===== src/dsfr_cfg.svh =====
`ifndef DSFR_CFG_SVH
`define DSFR_CFG_SVH
// Register indices; each register is one word, so its byte address is four times the index.
`define DSFR_IDX_STATE_FLAGS    8'h44
`define DSFR_IDX_FB_CONTROL     8'h45
`define DSFR_IDX_OUT_POWER      8'h46
`define DSFR_IDX_IN0_WINDOW     8'h47
`define DSFR_IDX_IN1_WINDOW     8'h48
`define DSFR_IDX_IRQ_STATUS     8'h50
`define DSFR_IDX_IRQ_ENABLE     8'h54
`define DSFR_IDX_IRQ_CLEAR      8'h58
`define DSFR_ADDR_STATE_FLAGS   {`DSFR_IDX_STATE_FLAGS, 2'b00}
`define DSFR_ADDR_FB_CONTROL    {`DSFR_IDX_FB_CONTROL, 2'b00}
`define DSFR_ADDR_OUT_POWER     {`DSFR_IDX_OUT_POWER, 2'b00}
`define DSFR_ADDR_IN0_WINDOW    {`DSFR_IDX_IN0_WINDOW, 2'b00}
`define DSFR_ADDR_IN1_WINDOW    {`DSFR_IDX_IN1_WINDOW, 2'b00}
`define DSFR_ADDR_IRQ_STATUS    {`DSFR_IDX_IRQ_STATUS, 2'b00}
`define DSFR_ADDR_IRQ_ENABLE    {`DSFR_IDX_IRQ_ENABLE, 2'b00}
`define DSFR_ADDR_IRQ_CLEAR     {`DSFR_IDX_IRQ_CLEAR, 2'b00}
`define DSFR_RST_FLAGS          8'h00
`define DSFR_RST_FB_CONTROL     8'h00
`define DSFR_RST_OUT_POWER      8'h00
`define DSFR_RST_WINDOW         8'h02
`define DSFR_RST_IRQ            2'h0
`define DSFR_BIT_HOLDOVER       0
`define DSFR_BIT_LOCK           1
`define DSFR_BIT_FB_SOURCE      2
`define DSFR_BIT_FB_ENABLE      7
`define DSFR_FLAGS_MASK         8'h03
`define DSFR_FB_MASK            8'h84
`define DSFR_OUT_POWER_MASK     8'h0f
`define DSFR_WINDOW_STEP_US     10
`define DSFR_CLK_MHZ            100
`endif


===== src/dsfr_pkg.sv =====
package dsfr_pkg;
    typedef enum logic [1:0] {
        DSFR_IDLE   = 2'b00,
        DSFR_ACCESS = 2'b01
    } dsfr_state_t;
endpackage


===== src/dsfr_regs.sv =====
`timescale 1ns/1ps
`include "dsfr_cfg.svh"
// Summary of operation
// - Bit 0 high while DPLL in holdover.
// - Bit 1 high while DPLL locked.
// - Status bits ignore every mask setting.
// - Bit 2 picks feedback input one.
// - Bit 7 enables external feedback use.
// - Bits 0-3 put outputs low power.
// - Input 0 window, 10 us units, default 2.
// - Input 1 window, independent, default 2.
module dsfr_regs (
    input  wire logic        i_ref_clk,
    input  wire logic        i_rstn,
    input  wire logic        i_psel,
    input  wire logic        i_penable,
    input  wire logic        i_pwrite,
    input  wire logic [9:0]  i_paddr,
    input  wire logic [31:0] i_pwdata,
    input  wire logic        i_dpll_holdover,
    input  wire logic        i_dpll_locked,
    output logic      [31:0] o_prdata,
    output logic             o_pready,
    output logic             o_pslverr,
    output logic             o_feedback_source_choice,
    output logic             o_feedback_use_enable,
    output logic      [3:0]  o_diff_out_low_power,
    output logic      [7:0]  o_input0_phase_window_value,
    output logic      [7:0]  o_input1_phase_window_value,
    output logic             o_irq
);

    logic [1:0]  cond;
    logic [7:0]  dpll_state_flags;
    logic [7:0]  feedback_control;
    logic [7:0]  output_power_saving;
    logic [7:0]  input0_phase_window;
    logic [7:0]  input1_phase_window;
    logic [1:0]  irq_status;
    logic [1:0]  irq_enable;
    dsfr_pkg::dsfr_state_t state;
    dsfr_pkg::dsfr_state_t next_state;
    logic [7:0]  next_flags;
    logic [7:0]  next_fb;
    logic [7:0]  next_pw;
    logic [7:0]  next_w0;
    logic [7:0]  next_w1;
    logic [1:0]  next_irq_status;
    logic [1:0]  next_irq_enable;
    logic [31:0] next_prdata;
    logic        next_pready;
    logic        next_pslverr;
    logic        wr_en;
    logic        rd_en;

    function automatic logic addr_known(input logic [9:0] a);
        addr_known = (a == `DSFR_ADDR_STATE_FLAGS) || (a == `DSFR_ADDR_FB_CONTROL)
                  || (a == `DSFR_ADDR_OUT_POWER)   || (a == `DSFR_ADDR_IN0_WINDOW)
                  || (a == `DSFR_ADDR_IN1_WINDOW)  || (a == `DSFR_ADDR_IRQ_STATUS)
                  || (a == `DSFR_ADDR_IRQ_ENABLE)  || (a == `DSFR_ADDR_IRQ_CLEAR);
    endfunction

    dsfr_sync #(
        .WIDTH(2)
    ) u_sync (
        .i_ref_clk(i_ref_clk),
        .i_rstn   (i_rstn),
        .i_async  ({i_dpll_locked, i_dpll_holdover}),
        .o_sync   (cond)
    );

    assign wr_en = (state == dsfr_pkg::DSFR_ACCESS) && i_psel && i_penable && i_pwrite;
    assign rd_en = (state == dsfr_pkg::DSFR_ACCESS) && i_psel && i_penable && !i_pwrite;

    always_comb begin
        next_state      = state;
        next_flags      = dpll_state_flags;
        next_fb         = feedback_control;
        next_pw         = output_power_saving;
        next_w0         = input0_phase_window;
        next_w1         = input1_phase_window;
        next_irq_status = irq_status;
        next_irq_enable = irq_enable;
        next_prdata     = o_prdata;
        next_pready     = 1'b0;
        next_pslverr    = 1'b0;
        unique case (state)
            dsfr_pkg::DSFR_IDLE: begin
                if (i_psel && !i_penable) begin
                    next_state  = dsfr_pkg::DSFR_ACCESS;
                    next_pready = 1'b1;
                    next_pslverr = !addr_known(i_paddr);
                    next_prdata = 32'h0;
                    case (i_paddr)
                        `DSFR_ADDR_STATE_FLAGS: next_prdata[7:0] = dpll_state_flags;
                        `DSFR_ADDR_FB_CONTROL:  next_prdata[7:0] = feedback_control;
                        `DSFR_ADDR_OUT_POWER:   next_prdata[7:0] = output_power_saving;
                        `DSFR_ADDR_IN0_WINDOW:  next_prdata[7:0] = input0_phase_window;
                        `DSFR_ADDR_IN1_WINDOW:  next_prdata[7:0] = input1_phase_window;
                        `DSFR_ADDR_IRQ_STATUS:  next_prdata[1:0] = irq_status;
                        `DSFR_ADDR_IRQ_ENABLE:  next_prdata[1:0] = irq_enable;
                        default:                next_prdata = 32'h0;
                    endcase
                end
            end
            dsfr_pkg::DSFR_ACCESS: begin
                next_state = dsfr_pkg::DSFR_IDLE;
                if (wr_en) begin
                    case (i_paddr)
                        `DSFR_ADDR_FB_CONTROL: next_fb = i_pwdata[7:0] & `DSFR_FB_MASK;
                        `DSFR_ADDR_OUT_POWER:  next_pw = i_pwdata[7:0] & `DSFR_OUT_POWER_MASK;
                        `DSFR_ADDR_IN0_WINDOW: next_w0 = i_pwdata[7:0];
                        `DSFR_ADDR_IN1_WINDOW: next_w1 = i_pwdata[7:0];
                        `DSFR_ADDR_IRQ_ENABLE: next_irq_enable = i_pwdata[1:0];
                        `DSFR_ADDR_IRQ_CLEAR:  next_irq_status = irq_status & ~i_pwdata[1:0];
                        default: ;
                    endcase
                end
                if (rd_en && (i_paddr == `DSFR_ADDR_STATE_FLAGS)) begin
                    next_flags = dpll_state_flags & ~o_prdata[7:0];
                end
            end
            default: next_state = dsfr_pkg::DSFR_IDLE;
        endcase
        next_flags[`DSFR_BIT_HOLDOVER] = next_flags[`DSFR_BIT_HOLDOVER] | cond[0];
        next_flags[`DSFR_BIT_LOCK]     = next_flags[`DSFR_BIT_LOCK] | cond[1];
        next_irq_status = next_irq_status | (cond & ~dpll_state_flags[1:0]);
    end

    always_ff @(posedge i_ref_clk or negedge i_rstn) begin
        if (!i_rstn) begin
            state                       <= dsfr_pkg::DSFR_IDLE;
            dpll_state_flags            <= `DSFR_RST_FLAGS;
            feedback_control            <= `DSFR_RST_FB_CONTROL;
            output_power_saving         <= `DSFR_RST_OUT_POWER;
            input0_phase_window         <= `DSFR_RST_WINDOW;
            input1_phase_window         <= `DSFR_RST_WINDOW;
            irq_status                  <= `DSFR_RST_IRQ;
            irq_enable                  <= `DSFR_RST_IRQ;
            o_prdata                    <= 32'h0;
            o_pready                    <= 1'b0;
            o_pslverr                   <= 1'b0;
            o_feedback_source_choice    <= 1'b0;
            o_feedback_use_enable       <= 1'b0;
            o_diff_out_low_power        <= 4'h0;
            o_input0_phase_window_value <= `DSFR_RST_WINDOW;
            o_input1_phase_window_value <= `DSFR_RST_WINDOW;
            o_irq                       <= 1'b0;
        end else begin
            state                       <= next_state;
            dpll_state_flags            <= next_flags;
            feedback_control            <= next_fb;
            output_power_saving         <= next_pw;
            input0_phase_window         <= next_w0;
            input1_phase_window         <= next_w1;
            irq_status                  <= next_irq_status;
            irq_enable                  <= next_irq_enable;
            o_prdata                    <= next_prdata;
            o_pready                    <= next_pready;
            o_pslverr                   <= next_pslverr;
            o_feedback_source_choice    <= next_fb[`DSFR_BIT_FB_SOURCE];
            o_feedback_use_enable       <= next_fb[`DSFR_BIT_FB_ENABLE];
            o_diff_out_low_power        <= next_pw[3:0];
            o_input0_phase_window_value <= next_w0;
            o_input1_phase_window_value <= next_w1;
            o_irq                       <= |(next_irq_status & next_irq_enable);
        end
    end

    property p_holdover_sets;
        @(posedge i_ref_clk) disable iff (!i_rstn)
        cond[0] |=> dpll_state_flags[`DSFR_BIT_HOLDOVER];
    endproperty
    a_holdover_sets: assert property (p_holdover_sets) else $error("holdover not set");

    property p_lock_sets;
        @(posedge i_ref_clk) disable iff (!i_rstn)
        cond[1] |=> dpll_state_flags[`DSFR_BIT_LOCK];
    endproperty
    a_lock_sets: assert property (p_lock_sets) else $error("lock not set");

    property p_unmaskable;
        @(posedge i_ref_clk) disable iff (!i_rstn)
        (cond != 2'b00) |=> ((dpll_state_flags[1:0] & $past(cond)) == $past(cond));
    endproperty
    a_unmaskable: assert property (p_unmaskable) else $error("status masked");

    property p_sticky_hold;
        @(posedge i_ref_clk) disable iff (!i_rstn)
        (dpll_state_flags[0] && !(rd_en && i_paddr == `DSFR_ADDR_STATE_FLAGS))
            |=> dpll_state_flags[0];
    endproperty
    a_sticky_hold: assert property (p_sticky_hold) else $error("sticky lost");

    property p_fb_source;
        @(posedge i_ref_clk) disable iff (!i_rstn)
        (wr_en && i_paddr == `DSFR_ADDR_FB_CONTROL)
            |=> (o_feedback_source_choice == $past(i_pwdata[2]));
    endproperty
    a_fb_source: assert property (p_fb_source) else $error("source wrong");

    property p_fb_enable;
        @(posedge i_ref_clk) disable iff (!i_rstn)
        (wr_en && i_paddr == `DSFR_ADDR_FB_CONTROL)
            |=> (o_feedback_use_enable == $past(i_pwdata[`DSFR_BIT_FB_ENABLE]));
    endproperty
    a_fb_enable: assert property (p_fb_enable) else $error("enable wrong");

    property p_low_power;
        @(posedge i_ref_clk) disable iff (!i_rstn)
        (wr_en && i_paddr == `DSFR_ADDR_OUT_POWER)
            |=> (o_diff_out_low_power == $past(i_pwdata[3:0]));
    endproperty
    a_low_power: assert property (p_low_power) else $error("power bits wrong");

    property p_win0;
        @(posedge i_ref_clk) disable iff (!i_rstn)
        !(wr_en && i_paddr == `DSFR_ADDR_IN0_WINDOW) |=> $stable(o_input0_phase_window_value);
    endproperty
    a_win0: assert property (p_win0) else $error("window0 changed");

    property p_win1;
        @(posedge i_ref_clk) disable iff (!i_rstn)
        (wr_en && i_paddr == `DSFR_ADDR_IN0_WINDOW) |=> $stable(o_input1_phase_window_value);
    endproperty
    a_win1: assert property (p_win1) else $error("window1 not independent");

    property p_fb_hold;
        @(posedge i_ref_clk) disable iff (!i_rstn)
        !(wr_en && i_paddr == `DSFR_ADDR_FB_CONTROL)
            |=> $stable({o_feedback_use_enable, o_feedback_source_choice});
    endproperty
    a_fb_hold: assert property (p_fb_hold) else $error("feedback changed");

    property p_fb_reserved;
        @(posedge i_ref_clk) disable iff (!i_rstn)
        (feedback_control & ~`DSFR_FB_MASK) == 8'h00;
    endproperty
    a_fb_reserved: assert property (p_fb_reserved) else $error("feedback reserved set");

    property p_power_hold;
        @(posedge i_ref_clk) disable iff (!i_rstn)
        !(wr_en && i_paddr == `DSFR_ADDR_OUT_POWER) |=> $stable(o_diff_out_low_power);
    endproperty
    a_power_hold: assert property (p_power_hold) else $error("power bits changed");

    property p_pw_reserved;
        @(posedge i_ref_clk) disable iff (!i_rstn)
        (output_power_saving & ~`DSFR_OUT_POWER_MASK) == 8'h00;
    endproperty
    a_pw_reserved: assert property (p_pw_reserved) else $error("power reserved set");

    property p_flags_reserved;
        @(posedge i_ref_clk) disable iff (!i_rstn)
        (dpll_state_flags & ~`DSFR_FLAGS_MASK) == 8'h00;
    endproperty
    a_flags_reserved: assert property (p_flags_reserved) else $error("status reserved set");

    property p_win0_write;
        @(posedge i_ref_clk) disable iff (!i_rstn)
        (wr_en && i_paddr == `DSFR_ADDR_IN0_WINDOW)
            |=> (o_input0_phase_window_value == $past(i_pwdata[7:0]));
    endproperty
    a_win0_write: assert property (p_win0_write) else $error("window0 not written");

    property p_win1_write;
        @(posedge i_ref_clk) disable iff (!i_rstn)
        (wr_en && i_paddr == `DSFR_ADDR_IN1_WINDOW)
            |=> (o_input1_phase_window_value == $past(i_pwdata[7:0]));
    endproperty
    a_win1_write: assert property (p_win1_write) else $error("window1 not written");

    property p_lock_hold;
        @(posedge i_ref_clk) disable iff (!i_rstn)
        (dpll_state_flags[`DSFR_BIT_LOCK] && !(rd_en && i_paddr == `DSFR_ADDR_STATE_FLAGS))
            |=> dpll_state_flags[`DSFR_BIT_LOCK];
    endproperty
    a_lock_hold: assert property (p_lock_hold) else $error("lock sticky lost");

    property p_read_clear;
        @(posedge i_ref_clk) disable iff (!i_rstn)
        (rd_en && i_paddr == `DSFR_ADDR_STATE_FLAGS && cond == 2'b00)
            |=> ((dpll_state_flags[1:0] & $past(o_prdata[1:0])) == 2'b00);
    endproperty
    a_read_clear: assert property (p_read_clear) else $error("read did not clear");

    property p_hold_event;
        @(posedge i_ref_clk) disable iff (!i_rstn)
        (cond[0] && !dpll_state_flags[`DSFR_BIT_HOLDOVER]) |=> irq_status[0];
    endproperty
    a_hold_event: assert property (p_hold_event) else $error("holdover event lost");
endmodule


===== src/dsfr_sync.sv =====
`timescale 1ns/1ps
// Three-stage synchroniser; a change is accepted when stages two and three agree.
module dsfr_sync #(
    parameter int WIDTH = 2
) (
    input  wire logic             i_ref_clk,
    input  wire logic             i_rstn,
    input  wire logic [WIDTH-1:0] i_async,
    output logic      [WIDTH-1:0] o_sync
);
    logic [WIDTH-1:0] meta;
    logic [WIDTH-1:0] stage2;
    logic [WIDTH-1:0] stage3;
    logic [WIDTH-1:0] next_sync;

    always_comb begin
        next_sync = o_sync;
        for (int i = 0; i < WIDTH; i++) begin
            if (stage2[i] == stage3[i]) begin
                next_sync[i] = stage3[i];
            end
        end
    end

    always_ff @(posedge i_ref_clk or negedge i_rstn) begin
        if (!i_rstn) begin
            meta   <= '0;
            stage2 <= '0;
            stage3 <= '0;
            o_sync <= '0;
        end else begin
            meta   <= i_async;
            stage2 <= meta;
            stage3 <= stage2;
            o_sync <= next_sync;
        end
    end
endmodule

===== config.mk =====
export PLATFORM = sky130hd
export DESIGN_NAME = dsfr_regs
export DESIGN_NICKNAME = d
export VERILOG_FILES = /design/src/dsfr_pkg.sv /design/src/dsfr_regs.sv /design/src/dsfr_sync.sv
export VERILOG_INCLUDE_DIRS = /design/src
export SDC_FILE = /design/constraint.sdc
export NUM_CORES = 1
export LEC_CHECK = 0
export ABC_AREA = 1
export BUFFER_PORTS_ARGS = -buffer_cell sky130_fd_sc_hd__buf_2
export CAP_MARGIN = 20
export CORE_AREA = 5 5 83 85
export DETAILED_ROUTE_END_ITERATION = 7
export DIE_AREA = 0 0 88 90
export GPL_ROUTABILITY_DRIVEN = 0
export GPL_TIMING_DRIVEN = 0
export HOLD_SLACK_MARGIN = 0.12
export PLACE_DENSITY = 0.76
export SLEW_MARGIN = 15
export SYNTH_ARGS = -nofsm -noshare
export SYNTH_HDL_FRONTEND = slang
export SYNTH_SLANG_ARGS = --single-unit
export TNS_END_PERCENT = 5

===== constraint.sdc =====
create_clock -name i_ref_clk -period 1.4 [get_ports i_ref_clk]
set_input_delay 0.28 -clock i_ref_clk [delete_from_list [all_inputs] [get_ports i_ref_clk]]
set_output_delay 0.28 -clock i_ref_clk [all_outputs]
set_load 0.005 [all_outputs]

==> results.cfg <==
[logic_synthesis]
yosys_warnings = 0
ys_types = 30
synth_cells = 324
syn_area_um2 = 2890
synth-seq-cells = 54
syn-mean-instance-area_um2 = 8.92
ys_seq_area_share_pct = 46.8

[clock_tree]
insertion_delay_ps = 310
path_clk_slew_ps = 100
cts_sinks = 54
cts_tree = done
cts_root_buffer = clkbuf_8
postCtsSetupBuffers = 0
cts_buffers = 5
htreeDepth = 2
clockBufferDepth = 2

[routing]
viasPerCell = 4.68
drc = 0
drt_iter0_markers = 105
drtAntennaViolNets = 0
totalWireLength_um = 6510
wire_per_inst_um = 13.2
first_pass_iters = 4
via_count = 2306

[sta]
fin_crit_sh_pct = 92.8
finalClockSkew_ps = 8.07
slew_violations = 0
relSlewSlack_pct = 66.2
min_period_ps = 1300
tightest_slew_ps = 508
hold_viol_final = 0
rsz0062_at_grt = no
setup_violations = 0
fmax_mhz = 770
tns_ps = 0

[final_layout]
layout_commonest_cell = nand2_1
antenna_cells = 0
postLayoutCoreUtil_pct = 57.3
final_cell_mix = nand2_1 (74), buf_2 (58), dfrtp_1 (51)
final_nets = 464
area_growth_syn_to_layout_pct = 21.6
drive_gt1_share_pct = 37.3

[floorplanning]
initial_utilization_pct = 47.1
num_io_pins = 106
core_um2 = 6130
dieHeight_um = 90
die_area_um2 = 7920
die_x_um = 88
rows = 29

[global_routing]
grt_max_degree = 34
grt_first_pass_wirelength_um = 10600
grt_pass1_vias = 2250
overflow = 0
antenna_found_initial = 0
track_usage_pct = 16.8

[job]
max-cap-violations = 0

[setup_path]
crit_type = flop to flop
startpoint_type = flop
required_ps = 1600
worstPathArrival_ps = 1500
rr_worst_depth = 5
r2r_end = o_prdata[0]
cp-end-kind = flop
r2r-start = state[0]
r2r_slack_ps = 100
cp-startpoint = state[0]
worstPathMaxFanout = 10

[pwr]
power.total_mw = 2.88
p_leak_nw = 1.93
vdd_ir_drop_max_uv = 589
powerDensity_nw_per_um2 = 819

[place]
port_buffers = 57
dpl.hpwl_um = 5060

[run_status]
outcome = completed

[hold_path]
hold_end = input1_phase_window[6]
min-delay-start = i_pwdata[6]
hold_path.class = input pin to flop
whs_path_depth = 3
==> worst max-delay path, cell delays in order (launching register included) <==
cell     delay (ps)
dfrtp_2         470
nor2_4          250
inv_1            80
buf_2           190
nor2_1          130
a21oi_1          70
==> logic make-up after synthesis <==
kind of cell,count (synthesis),synth area share (%)
other cells,1,0.130
compound gates,41,9.70
flops,54,46.8
buf+inv,62,12.2
simple gates,164,30.4
fa+ha+maj,2,0.693
==> worst max-delay path by stage <==
stage	depth (start not counted)	endpoint	slack (ps)
after floorplan	7	input1_phase_window[7]	250
after global placement	8	o_prdata[0]	-60
after detailed placement	8	o_prdata[1]	-80
after CTS	6	input0_phase_window[6]	30
after global routing	6	o_prdata[3]	3
final	5	o_prdata[0]	100
==> layer usage <==
metal	GRT usage (%)	share of wire [%]
met5	0	0
met4	3.58	1.3
met3	3.84	7.8
met2	28.5	49
met1	21.8	42
==> cells in the mapped netlist, drive strengths merged <==
cell	number	area, um2
buf	29	226
dfstp	2	52.6
inv	31	116
conb	1	3.75
nand4	6	50.0
o21ai	30	210
maj3	2	20.0
nor2	35	221
nand3	31	195
clkinv	2	10.0
and3	1	6.26
dfrtp	52	1300
or2	3	18.8
nand2	86	368
a21boi	6	45.0
nor3	2	20.0
a21oi	5	25.0
==> area by class of cell <==
| class | instances | area, um2 |
|---|---|---|
| plain buffers | 29 | 226 |
| clock buffers | 6 | 82.6 |
| clock inverters | 2 | 17.5 |
| fillers | 583 | 2620 |
| inverters | 33 | 126 |
| multi-input cells | 231 | 1270 |
| flip-flops and latches | 54 | 1360 |
| well taps | 77 | 96.3 |
| repair buffers | 61 | 335 |
==> timing repair <==
item | 4_1_cts | 5_1_grt
hold buffers | 3 | 0
resized for setup | 1 | 1
hold endpoints to repair | 23 | 0
setup endpoints to repair | 3 | 21
==> flip-flops by register name, indices dropped and copies added, names as in the netlist <==
signal               count
input1_phase_window      8
u_sync.stage2            2
state                    1
u_sync.meta              2
output_power_saving      4
o_prdata                 8
o_irq                    1
irq_enable               2
u_sync.o_sync            2
input0_phase_window      8
o_pslverr                1
dpll_state_flags         8
irq_status               2
o_pready                 1
u_sync.stage3            2
feedback_control         2
==> power breakdown <==
| part | total (mW) | switching [mW] | leakage, nW | internal, mW |
|---|---|---|---|---|
| registers | 1.61 | 0.0191 | 0.698 | 1.59 |
| clock network | 0.931 | 0.523 | 0.0514 | 0.408 |
| logic | 0.335 | 0.200 | 1.18 | 0.135 |
| total | 2.88 | 0.743 | 1.93 | 2.13 |
==> metrics by stage <==
| stage | instance area [um2] | setup slack (ps) | hold WS [ps] | std cells |
|---|---|---|---|---|
| 2_1_floorplan | 2980 | 247 | -15.6 | 347 |
| 3_3_place_gp | 3360 | -57.3 | 339 | 481 |
| 3_5_place_dp | 3380 | -80.4 | 278 | 482 |
| 4_1_cts | 3510 | 32.2 | 231 | 493 |
| 5_1_grt | 3510 | 2.82 | 255 | 493 |
| 6_report | 3510 | 101 | 236 | 493 |
Power figures use the tool's default switching activity.
